--- config.mk ---
export PLATFORM = sky130hd
export DESIGN_NAME = ccu_unpacker
export DESIGN_NICKNAME = d
export VERILOG_FILES = /design/src/ccu_pkg.sv /design/src/ccu_unpacker.sv
export SDC_FILE = /design/constraint.sdc
export NUM_CORES = 1
export LEC_CHECK = 0
export BUFFER_PORTS_ARGS = -buffer_cell sky130_fd_sc_hd__buf_4
export CORE_ASPECT_RATIO = 0.6
export CORE_UTILIZATION = 51
export CTS_CLUSTER_SIZE = 20
export DETAILED_ROUTE_END_ITERATION = 7
export GPL_ROUTABILITY_DRIVEN = 1
export PLACE_DENSITY = 0.87
export SLEW_MARGIN = 20
export SYNTH_ARGS = -nofsm -noshare
export SYNTH_HDL_FRONTEND = slang
export SYNTH_SLANG_ARGS = --single-unit
export TNS_END_PERCENT = 100
--- constraint.sdc ---
create_clock -name sys_clk -period 2.3 [get_ports sys_clk]
set_input_delay 0 -clock sys_clk [delete_from_list [all_inputs] [get_ports sys_clk]]
set_output_delay 0 -clock sys_clk [all_outputs]
set_load 0.005 [all_outputs]
--- src/ccu_pkg.sv ---
// constants, types and helpers for the calibration coefficient unpacker
package ccu_pkg;

    localparam int CCU_NUM_BYTES = 24;
    localparam int CCU_AW        = 5;

    // byte offsets of the calibration image
    localparam logic [4:0] MODE_CONFIG_BYTE_OFS         = 5'h00;
    localparam logic [4:0] BOOT_CLOCK_TRIM_OFS          = 5'h01;
    localparam logic [4:0] COARSE_AMP_CONTROL_OFS       = 5'h02;
    localparam logic [4:0] FIXED_GAIN_LOW_OFS           = 5'h03;
    localparam logic [4:0] FIXED_OFFSET_LOW_OFS         = 5'h04;
    localparam logic [4:0] GAIN_TC1_LOW_OFS             = 5'h05;
    localparam logic [4:0] OFFSET_TC1_LOW_OFS           = 5'h06;
    localparam logic [4:0] TEMP_PT1_OR_PCOEF5_LOW_OFS   = 5'h07;
    localparam logic [4:0] GAIN_TC2_OR_PPT5_LOW_OFS     = 5'h08;
    localparam logic [4:0] OFFSET_TC2_OR_PCOEF4_LOW_OFS = 5'h09;
    localparam logic [4:0] TEMP_PT2_OR_PPT4_LOW_OFS     = 5'h0A;
    localparam logic [4:0] GAIN_TC3_OR_PCOEF3_LOW_OFS   = 5'h0B;
    localparam logic [4:0] OFFSET_TC3_OR_PPT3_LOW_OFS   = 5'h0C;
    localparam logic [4:0] TEMP_PT3_OR_PCOEF2_LOW_OFS   = 5'h0D;
    localparam logic [4:0] GAIN_TC4_OR_PPT2_LOW_OFS     = 5'h0E;
    localparam logic [4:0] OFFSET_TC4_OR_PCOEF1_LOW_OFS = 5'h0F;
    localparam logic [4:0] OUTPUT_ORDINATE_LOW_OFS      = 5'h10;
    localparam logic [4:0] FIXED_GAIN_OFFSET_HIGH_OFS   = 5'h11;
    localparam logic [4:0] FIRST_TC_HIGH_NIBBLES_OFS    = 5'h12;
    localparam logic [4:0] TEMP1_GAIN2_HIGH_OFS         = 5'h13;
    localparam logic [4:0] OFFSET2_TEMP2_HIGH_OFS       = 5'h14;
    localparam logic [4:0] GAIN3_OFFSET3_HIGH_OFS       = 5'h15;
    localparam logic [4:0] TEMP3_GAIN4_HIGH_OFS         = 5'h16;
    localparam logic [4:0] OFFSET4_ORDINATE_HIGH_OFS    = 5'h17;

    // reset value of every stored byte (unused fields read as zero)
    localparam logic [7:0] CCU_BYTE_RESET = 8'h00;

    // sign-magnitude layout
    localparam int CCU_SM_SIGN_BIT = 11;

    typedef logic [9:0]  ccu_u10_t;
    typedef logic [11:0] ccu_sm12_t;
    typedef logic [CCU_NUM_BYTES-1:0][7:0] ccu_image_t;

    // decoded coefficient set; index 0 is the first point or coefficient
    typedef struct packed {
        logic                 pressure_set;
        logic [7:0]           mode_config;
        logic [7:0]           clock_trim;
        logic [7:0]           coarse_amp;
        ccu_u10_t             fixed_gain;
        ccu_u10_t             fixed_offset;
        logic [3:0][11:0]     gain_temp_coefficient;
        logic [3:0][11:0]     offset_temp_coefficient;
        logic [2:0][9:0]      temperature_point;
        logic [3:0][9:0]      pressure_point;   // [0]=point 2 .. [3]=point 5
        logic [4:0][11:0]     press_coef;       // [0]=coef 1 .. [4]=coef 5
        ccu_u10_t             ordinate_offset;
    } ccu_coef_t;

    // two's complement copies of every signed coefficient
    typedef struct packed {
        logic [3:0][11:0]     gain_temp_coefficient;
        logic [3:0][11:0]     offset_temp_coefficient;
        logic [4:0][11:0]     press_coef;
    } ccu_coef_tc_t;

    // unsigned 10-bit join, top bits at the nibble's low end
    function automatic ccu_u10_t ccu_join10(input logic [3:0] hi,
                                            input logic [7:0] lo);
        return {hi[1:0], lo};
    endfunction

    // 12-bit join, nibble above the low byte
    function automatic ccu_sm12_t ccu_join12(input logic [3:0] hi,
                                             input logic [7:0] lo);
        return {hi, lo};
    endfunction

    // sign-magnitude to two's complement, both zeros give zero
    function automatic logic [11:0] ccu_sm_to_tc(input ccu_sm12_t v);
        logic [11:0] mag;
        mag = {1'b0, v[CCU_SM_SIGN_BIT-1:0]};
        if (v[CCU_SM_SIGN_BIT] && (mag != 12'h000)) begin
            return 12'(~mag + 12'h001);
        end
        return mag; // 800h lands here as zero
    endfunction

endpackage

--- src/ccu_unpacker.sv ---
// calibration byte bank with coefficient unpacking into fields
`timescale 1ns/1ps
module ccu_unpacker #(
    parameter int NUM_BYTES = 24
) (
    input  wire logic                 sys_clk,
    input  wire logic                 rst_n,
    input  wire logic                 clk_en,
    input  wire logic                 prog_wr,
    input  wire logic                 prog_rd,
    input  wire logic [4:0]           prog_addr,
    input  wire logic [7:0]           prog_wdata,
    output      logic [7:0]           prog_rdata,
    output      logic                 prog_rvalid,
    input  wire logic                 soft_reset_req,
    input  wire logic                 pressure_set_sel,
    output      logic                 coef_valid,
    output      ccu_pkg::ccu_coef_t    coef,
    output      ccu_pkg::ccu_coef_tc_t coef_tc
);
    import ccu_pkg::*;

    typedef enum logic [1:0] {
        CCU_ST_LOAD = 2'b01,
        CCU_ST_RUN  = 2'b10
    } ccu_state_t;

    ccu_image_t  image_r;
    ccu_state_t  state_r;
    ccu_coef_t   coef_r;
    ccu_coef_t   coef_nxt;
    ccu_coef_tc_t tc_nxt;
    logic        mapped;

    assign mapped = (32'(prog_addr) < NUM_BYTES);

    // decode the stored image into fields for the chosen set
    function automatic ccu_coef_t decode(input ccu_image_t im,
                                         input logic psel);
        ccu_coef_t c;
        c = '0;
        c.pressure_set = psel;
        c.mode_config  = im[MODE_CONFIG_BYTE_OFS];
        c.clock_trim   = im[BOOT_CLOCK_TRIM_OFS];
        c.coarse_amp   = im[COARSE_AMP_CONTROL_OFS];
        // always-present fields
        c.fixed_gain = ccu_join10(im[FIXED_GAIN_OFFSET_HIGH_OFS][7:4],
                                  im[FIXED_GAIN_LOW_OFS]);
        c.fixed_offset = ccu_join10(im[FIXED_GAIN_OFFSET_HIGH_OFS][3:0],
                                    im[FIXED_OFFSET_LOW_OFS]);
        c.gain_temp_coefficient[0] =
            ccu_join12(im[FIRST_TC_HIGH_NIBBLES_OFS][7:4],
                       im[GAIN_TC1_LOW_OFS]);
        c.offset_temp_coefficient[0] =
            ccu_join12(im[FIRST_TC_HIGH_NIBBLES_OFS][3:0],
                       im[OFFSET_TC1_LOW_OFS]);
        c.ordinate_offset =
            ccu_join10(im[OFFSET4_ORDINATE_HIGH_OFS][3:0],
                       im[OUTPUT_ORDINATE_LOW_OFS]);
        if (psel) begin
            // pressure-set meaning of bytes 7..15 and 19..23
            c.press_coef[4] =
                ccu_join12(im[TEMP1_GAIN2_HIGH_OFS][7:4],
                           im[TEMP_PT1_OR_PCOEF5_LOW_OFS]);
            c.pressure_point[3] =
                ccu_join10(im[TEMP1_GAIN2_HIGH_OFS][3:0],
                           im[GAIN_TC2_OR_PPT5_LOW_OFS]);
            c.press_coef[3] =
                ccu_join12(im[OFFSET2_TEMP2_HIGH_OFS][7:4],
                           im[OFFSET_TC2_OR_PCOEF4_LOW_OFS]);
            c.pressure_point[2] =
                ccu_join10(im[OFFSET2_TEMP2_HIGH_OFS][3:0],
                           im[TEMP_PT2_OR_PPT4_LOW_OFS]);
            c.press_coef[2] =
                ccu_join12(im[GAIN3_OFFSET3_HIGH_OFS][7:4],
                           im[GAIN_TC3_OR_PCOEF3_LOW_OFS]);
            c.pressure_point[1] =
                ccu_join10(im[GAIN3_OFFSET3_HIGH_OFS][3:0],
                           im[OFFSET_TC3_OR_PPT3_LOW_OFS]);
            c.press_coef[1] =
                ccu_join12(im[TEMP3_GAIN4_HIGH_OFS][7:4],
                           im[TEMP_PT3_OR_PCOEF2_LOW_OFS]);
            c.pressure_point[0] =
                ccu_join10(im[TEMP3_GAIN4_HIGH_OFS][3:0],
                           im[GAIN_TC4_OR_PPT2_LOW_OFS]);
            c.press_coef[0] =
                ccu_join12(im[OFFSET4_ORDINATE_HIGH_OFS][7:4],
                           im[OFFSET_TC4_OR_PCOEF1_LOW_OFS]);
        end else begin
            // temperature-set meaning of the same bytes
            c.temperature_point[0] =
                ccu_join10(im[TEMP1_GAIN2_HIGH_OFS][7:4],
                           im[TEMP_PT1_OR_PCOEF5_LOW_OFS]);
            c.gain_temp_coefficient[1] =
                ccu_join12(im[TEMP1_GAIN2_HIGH_OFS][3:0],
                           im[GAIN_TC2_OR_PPT5_LOW_OFS]);
            c.offset_temp_coefficient[1] =
                ccu_join12(im[OFFSET2_TEMP2_HIGH_OFS][7:4],
                           im[OFFSET_TC2_OR_PCOEF4_LOW_OFS]);
            c.temperature_point[1] =
                ccu_join10(im[OFFSET2_TEMP2_HIGH_OFS][3:0],
                           im[TEMP_PT2_OR_PPT4_LOW_OFS]);
            c.gain_temp_coefficient[2] =
                ccu_join12(im[GAIN3_OFFSET3_HIGH_OFS][7:4],
                           im[GAIN_TC3_OR_PCOEF3_LOW_OFS]);
            c.offset_temp_coefficient[2] =
                ccu_join12(im[GAIN3_OFFSET3_HIGH_OFS][3:0],
                           im[OFFSET_TC3_OR_PPT3_LOW_OFS]);
            c.temperature_point[2] =
                ccu_join10(im[TEMP3_GAIN4_HIGH_OFS][7:4],
                           im[TEMP_PT3_OR_PCOEF2_LOW_OFS]);
            c.gain_temp_coefficient[3] =
                ccu_join12(im[TEMP3_GAIN4_HIGH_OFS][3:0],
                           im[GAIN_TC4_OR_PPT2_LOW_OFS]);
            c.offset_temp_coefficient[3] =
                ccu_join12(im[OFFSET4_ORDINATE_HIGH_OFS][7:4],
                           im[OFFSET_TC4_OR_PCOEF1_LOW_OFS]);
        end
        return c;
    endfunction

    // next decoded set and its two's complement view
    always_comb begin
        coef_nxt = decode(image_r, pressure_set_sel);
        for (int i = 0; i < 4; i++) begin
            tc_nxt.gain_temp_coefficient[i] =
                ccu_sm_to_tc(coef_nxt.gain_temp_coefficient[i]);
            tc_nxt.offset_temp_coefficient[i] =
                ccu_sm_to_tc(coef_nxt.offset_temp_coefficient[i]);
        end
        for (int i = 0; i < 5; i++) begin
            tc_nxt.press_coef[i] = ccu_sm_to_tc(coef_nxt.press_coef[i]);
        end
    end

    // byte store written by the programming host
    always_ff @(posedge sys_clk or negedge rst_n) begin
        if (!rst_n) begin
            image_r <= {CCU_NUM_BYTES{CCU_BYTE_RESET}};
        end else if (clk_en && prog_wr && mapped) begin
            image_r[prog_addr] <= prog_wdata; // unmapped writes dropped
        end
    end

    // read-back of stored bytes, one cycle latency
    always_ff @(posedge sys_clk or negedge rst_n) begin
        if (!rst_n) begin
            prog_rdata  <= 8'h00;
            prog_rvalid <= 1'b0;
        end else if (clk_en) begin
            prog_rvalid <= prog_rd;
            if (prog_rd && mapped) begin
                prog_rdata <= image_r[prog_addr];
            end else if (prog_rd) begin
                prog_rdata <= 8'h00;
            end
        end
    end

    // apply the image only after reset release or a soft reset
    always_ff @(posedge sys_clk or negedge rst_n) begin
        if (!rst_n) begin
            state_r <= CCU_ST_LOAD;
            coef_r  <= '0;
            coef_tc <= '0;
        end else if (clk_en) begin
            case (state_r)
                CCU_ST_LOAD: begin
                    coef_r  <= coef_nxt;
                    coef_tc <= tc_nxt;
                    state_r <= CCU_ST_RUN;
                end
                CCU_ST_RUN: begin
                    if (soft_reset_req) begin
                        state_r <= CCU_ST_LOAD;
                    end
                end
                default: begin
                    state_r <= CCU_ST_LOAD;
                end
            endcase
        end
    end

    assign coef       = coef_r;
    assign coef_valid = (state_r == CCU_ST_RUN);

endmodule

---- Word level (Yosys, flattened, before mapping) ----
Index checks and enable logic that the tools add are counted.
word-level totals
  bits in registers ....................... 640
  input port bits ......................... 20
  output and inout port bits .............. 447
  word-level logic and storage cells ...... 185
cells by class
  add/subtract/negate cells ............... 13
  $lt $le $gt $ge ......................... 3
  eq/ne operators ......................... 3
  multiplexer cells ....................... 52
  bitwise gates (word level) .............. 13
  reduce and logical (&&, ||, !) cells .... 34
operators by type and width
  operator               count
  $mux 12                26
  $bwmux 192             1
  $add 12x1->12 const B  13
  $not 11->12            13
  $reduce_bool 11->1     13
  $mux 100               1
  $mux 36                2
  $bmux 8 s5             1
  $demux 8 s5            1
  $mux 8                 4
  $mux 30                1
  $logic_and 1x1->1      17
  $mux 1                 13
  $lt 5x6->1 const B     1
  $reduce_and 2->1       3
  $ge 5x1->1 const B     1
  $lt 5x5->1 const B     1
  $pmux 2 s2             1
  $eq 2x1->1 const B     1
  $eq 2x2->1 const B     1
  $mux 2                 1
  $ne 2x2->1 const B     1
  $reduce_bool 2->1      1

---- Longest topological paths before layout ----
  depth after elaboration ................. 5
  gate-level depth with buffers ........... 12
  depth with buffers taken out ............ 8

---- Least setup slack after synthesis ----
Ideal clock, no wire load.
  path type ............................... in2reg
  start point ............................. input port pressure_set_sel
  end point ............................... register coef_tc[29] in the netlist's numbering
  setup time .............................. 96 ps
  arrival time ............................ 2,595 ps
  data required time ...................... 2,204 ps
  path slack .............................. -390 ps
  cell stages on the path ................. 12
  path buffers ............................ 5
  cell sequence ........................... clkbuf_1 -> buf_2 -> clkbuf_1 -> clkbuf_1 -> clkbuf_1 -> nand2_1 -> ha_1 -> nor3b_1 -> a41oi_1 -> o21ai_0 -> xor2_1 -> o31ai_1
on the way
  word-level cells in the longest chain between the ends .. 5
  elaborated cells between the ends (all ways) .. 8
  classes of those cells .................. 1 x add/sub; 4 x mux; 1 x bitwise; 2 x reduce/logical
ends and longest elaborated chain
  item                                                line                          text
  start, declared                                     ccu_unpacker.sv:16            input wire logic pressure_set_sel,
  $mux 100 (*)                                        ccu_unpacker.sv:60            if (psel) begin
  $not 11->12 or $reduce_bool 11->1 (tied branches)   ccu_pkg.sv:83, ccu_pkg.sv:82
  $add 12x1->12 or $logic_and 1x1->1 (tied branches)  ccu_pkg.sv:83, ccu_pkg.sv:82
  $mux 12 or $mux 1 (tied branches)                   ccu_pkg.sv:82                 if (v[CCU_SM_SIGN_BIT] && (mag != 12'h000)) begin
  $mux 12 (*)                                         ccu_pkg.sv:85                 return mag;
  end signal, assigned                                ccu_unpacker.sv:170           coef_tc <= tc_nxt;
  end, declared                                       ccu_unpacker.sv:19            output ccu_pkg::ccu_coef_tc_t coef_tc
Every way passes the cells marked *; elsewhere a longest branch is shown, timed or not. The select of a mux whose other input is x is not followed.
A chain may end at the register's enable or synchronous reset.

---- Final worst setup path ----
  start point ............................. register image_r[121] in the netlist's numbering
  end point ............................... register coef_tc[9] in the netlist's numbering
on the way
  word-level cells in the longest chain between the ends .. 5
  elaborated cells between the ends (all ways) .. 8
  classes of those cells .................. 1 x add/sub; 4 x mux; 1 x bitwise; 2 x reduce/logical
ends and longest elaborated chain
  item                                                line                          text
  start, declared                                     ccu_unpacker.sv:28            ccu_image_t image_r;
  start signal, assigned                              ccu_unpacker.sv:139           image_r <= {CCU_NUM_BYTES{CCU_BYTE_RESET}};
  start signal, assigned by index                     ccu_unpacker.sv:141           image_r[prog_addr] <= prog_wdata;
  $mux 100 (*)                                        ccu_unpacker.sv:60
  $not 11->12 or $reduce_bool 11->1 (tied branches)   ccu_pkg.sv:83, ccu_pkg.sv:82
  $add 12x1->12 or $logic_and 1x1->1 (tied branches)  ccu_pkg.sv:83, ccu_pkg.sv:82
  $mux 12 or $mux 1 (tied branches)                   ccu_pkg.sv:82
  $mux 12 (*)                                         ccu_pkg.sv:85
Marked as above.

==> flow_metrics.tcl <==
set metrics [dict create \
    grt_pass1_vias 23039 \
    cts_root_buf "clkbuf_16" \
    setup_tns_ns 0 \
    r2r_slack_ns 0.11 \
    fillers 3958 \
    status "finished, final reports clean" \
    synth_commonest_cells "nand2_1 (631), dfrtp_1 (626), mux2_2 (193)" \
    met1_length_um 40100 \
    hold_violations 0 \
    synth_warnings 0 \
    io_pins 467 \
    synth_area_leaders "dfrtp_1 (56%), nand2_1 (8.5%), mux2_2 (7.8%)" \
    drt-total-wl_um 97700 \
    global_route.usage.total_pct 34.8 \
    layout-drive-gt1-share_pct 32.2 \
    crit_type "reg2reg" \
    cts.sinks 627 \
    grt_max_degree 91 \
    detailed_place_hpwl_um 69600 \
    cts_tree "built" \
    dieHeight_um 183 \
    syn-cell-area_um2 27900 \
    dr_wl_met3_um 10800 \
    slew_headroom_pct 51.4 \
    postPlaceCellArea_um2 32700 \
    vdd_drop_max_mv 0.659 \
    grt_antenna_before_repair 1 \
    rows 65 \
    remaining_drc_errors 0 \
    syn-num-nets 2566 \
    final_nets 3037 \
    fin_crit_sh_pct 95.4 \
    antenna_left 0 \
    synthDistinctLibCells 72 \
    period_minus_slack_ns 2.19 \
    h-tree-depth 2 \
    cts_buffers 57 \
    cp_data_required_time_ns 2.80 \
    critPathMaxStageDelay_ns 0.56 \
    cpLargestDelayFamily "simple AND/OR/NAND/NOR gates" \
    gp_congestion 0.992 \
    synth_edf_count 0 \
    worst_slew_pin_slew_ns 0.727 \
    via_per_inst 6.22 \
    routed.top_layer "met4" \
    critPathCaptureType "register" \
    rsz0062_at_grt "false" \
    setup_viol 0 \
    async_flop_share_pct 100 \
    max_freq_mhz 456 \
    postCtsSetupBuffers 0 \
    dr.pass1.iters 6 \
    drv_cap 0 \
    p_leak_nw 17.3 \
    worstPathArrival_ns 2.69 \
    clock_skew_ns 0.0259 \
    dieArea_um2 55600 \
    synth_most_common_cell "nand2_1" \
    vias 23367 \
    crit_buf_inv 1 \
    synth.top_cell.area_share_pct 56.2 \
    synth_top_area_cell "dfrtp_1" \
    io_buffer_count 466 \
    syn_inst 2533 \
    area_growth_pct 25.5 \
    p_per_area_nw_per_um2 1060 \
    cts_buffer_depth 3 \
    grt_first_pass_wirelength_um 147000 \
    route.met2.wl_um 43300 \
    crit_path_top_delay_cell "or4_1" \
    yosys_register_bits 627 \
    core_area_um2 53300 \
    hp-class "in2reg" \
    die_width_um 304 \
    crit_chain "buf_4 -> or4_1 -> nor4b_2 -> nor4_1 -> a31oi_1 -> nand2_1" \
    dr.first_iter.drc_count 2726 \
    wire_per_inst_um 26.0 \
    clkTransAtPathRegs_ns 0.07 \
    postSynthAreaPerCell_um2 11.0 \
    grt_overflow_total 0 \
    maxSlewViolCount 0 \
    worstPathMaxFanout 5 \
    cp-start-kind "register" \
    synth_top_flop_cell "dfrtp_1" \
    clk_latency_ns 0.61 \
    ys_seq_area_share_pct 56.3 \
    final_area_um2 35000 \
    start_util_pct 52.3 \
]
## report_power, final
part / internal (mW) / switching, mW / total (mW)
clock network: 5.99 / 4.44 / 10.4
logic: 5.10 / 5.74 / 10.8
registers: 13.5 / 2.16 / 15.6
total: 24.6 / 12.3 / 36.9
## layout by cell type, fill, tap and decap left out, types with 6 or more instances in the layout
| master | n |
|---|---|
| a21o_1 | 9 |
| o211ai_1 | 19 |
| nor3_1 | 29 |
| xor2_1 | 44 |
| inv_1 | 18 |
| buf_4 | 596 |
| a22oi_1 | 24 |
| dlygate4sd3_1 | 16 |
| nand3_1 | 35 |
| clkinv_2 | 11 |
| buf_12 | 20 |
| o31a_1 | 8 |
| o21ai_0 | 176 |
| mux2_2 | 193 |
| nor2b_1 | 16 |
| or3_1 | 6 |
| o311ai_0 | 9 |
| a21oi_1 | 21 |
| bufinv_16 | 8 |
| nor4_1 | 12 |
| dfrtp_1 | 626 |
| or4_1 | 10 |
| o31ai_1 | 43 |
| clkbuf_8 | 12 |
| o41ai_1 | 7 |
| ha_1 | 13 |
| nand2b_1 | 6 |
| mux4_2 | 48 |
| clkbuf_16 | 59 |
| a22o_1 | 117 |
| clkinvlp_4 | 7 |
| xnor2_1 | 47 |
| nand2_1 | 631 |
| nor2_1 | 45 |
| mux2i_1 | 10 |
## registers in the layout, indices dropped and copies added (netlist names)
| register | cells |
|---|---|
| coef | 268 |
| coef_tc | 156 |
| image_r | 114 |
| coef_nxt | 78 |
| prog_rdata | 8 |
| state_r | 2 |
| prog_rvalid | 1 |
## per-stage QoR
stage          std cells  hold WS [ns]  util, %  power [mW]  worst slack [ns]
6_report            3755        0.0307     65.7        36.9             0.107
3_5_place_dp        3631        0.0121     61.4        26.4             0.146
4_1_cts             3754       0.00599     65.6        36.8             0.112
2_1_floorplan       2533        -0.296        -        19.9            0.0347
3_3_place_gp        3631        0.0169     61.4        26.0             0.195
5_1_grt             3754       0.00827     65.7        38.4           0.00746
## final timing paths
path	end	cells after the start	from
setup / recovery	coef_tc[9]	6	image_r[121]
hold / removal	coef_nxt[246]	4	prog_addr[2]
setup reg to reg	coef_tc[9]	6	image_r[121]
hold reg to reg	coef[275]	2	coef[275]
max in group asynchronous	coef[228]	4	rst_n
min in group asynchronous	image_r[125]	3	rst_n
## tightest hold or removal path, delay by kind of cell
kind / cells / cell delay, ns
buffers and inverters: 2 / 0.31
multiplexers: 1 / 0.23
AND/OR/NAND/NOR: 1 / 0.05
## what timing repair did
action | 4_1_cts | 5_1_grt
resized for setup | 0 | 4
hold endpoints to repair | 833 | 0
setup endpoints to repair | 0 | 15
hold buffers | 17 | 0
## layer usage
layer / vias to the layer above / track usage (%)
met1: 11922 / 49.5
met4: 0 / 11.1
li1: 9805 / -
met5: - / 0
met2: 1430 / 52.0
met3: 210 / 9.53
## kinds of logic after synthesis
group	Yosys count	synth area share (%)
mux	251	12.0
flops	627	56.3
simple gates	834	12.8
buf+inv	240	3.54
xor+xnor	91	2.86
fa+ha+maj	13	0.584
compound gates	477	11.9
## area by class of cell
| class | instances | area (um2) | share of cell area [%] |
|---|---|---|---|
| inverter | 19 | 72.6 | 0.207 |
| clock inverter | 30 | 387 | 1.11 |
| antenna | 1 | 2.50 | 0.00715 |
| multi-input combinational | 1666 | 11200 | 32.1 |
| tap | 703 | 880 | 2.51 |
| sequential | 627 | 15700 | 44.9 |
| timing repair buffer | 633 | 5050 | 14.4 |
| clock buffer | 76 | 1660 | 4.75 |
Note: power is estimated with default switching activity, not from simulation.
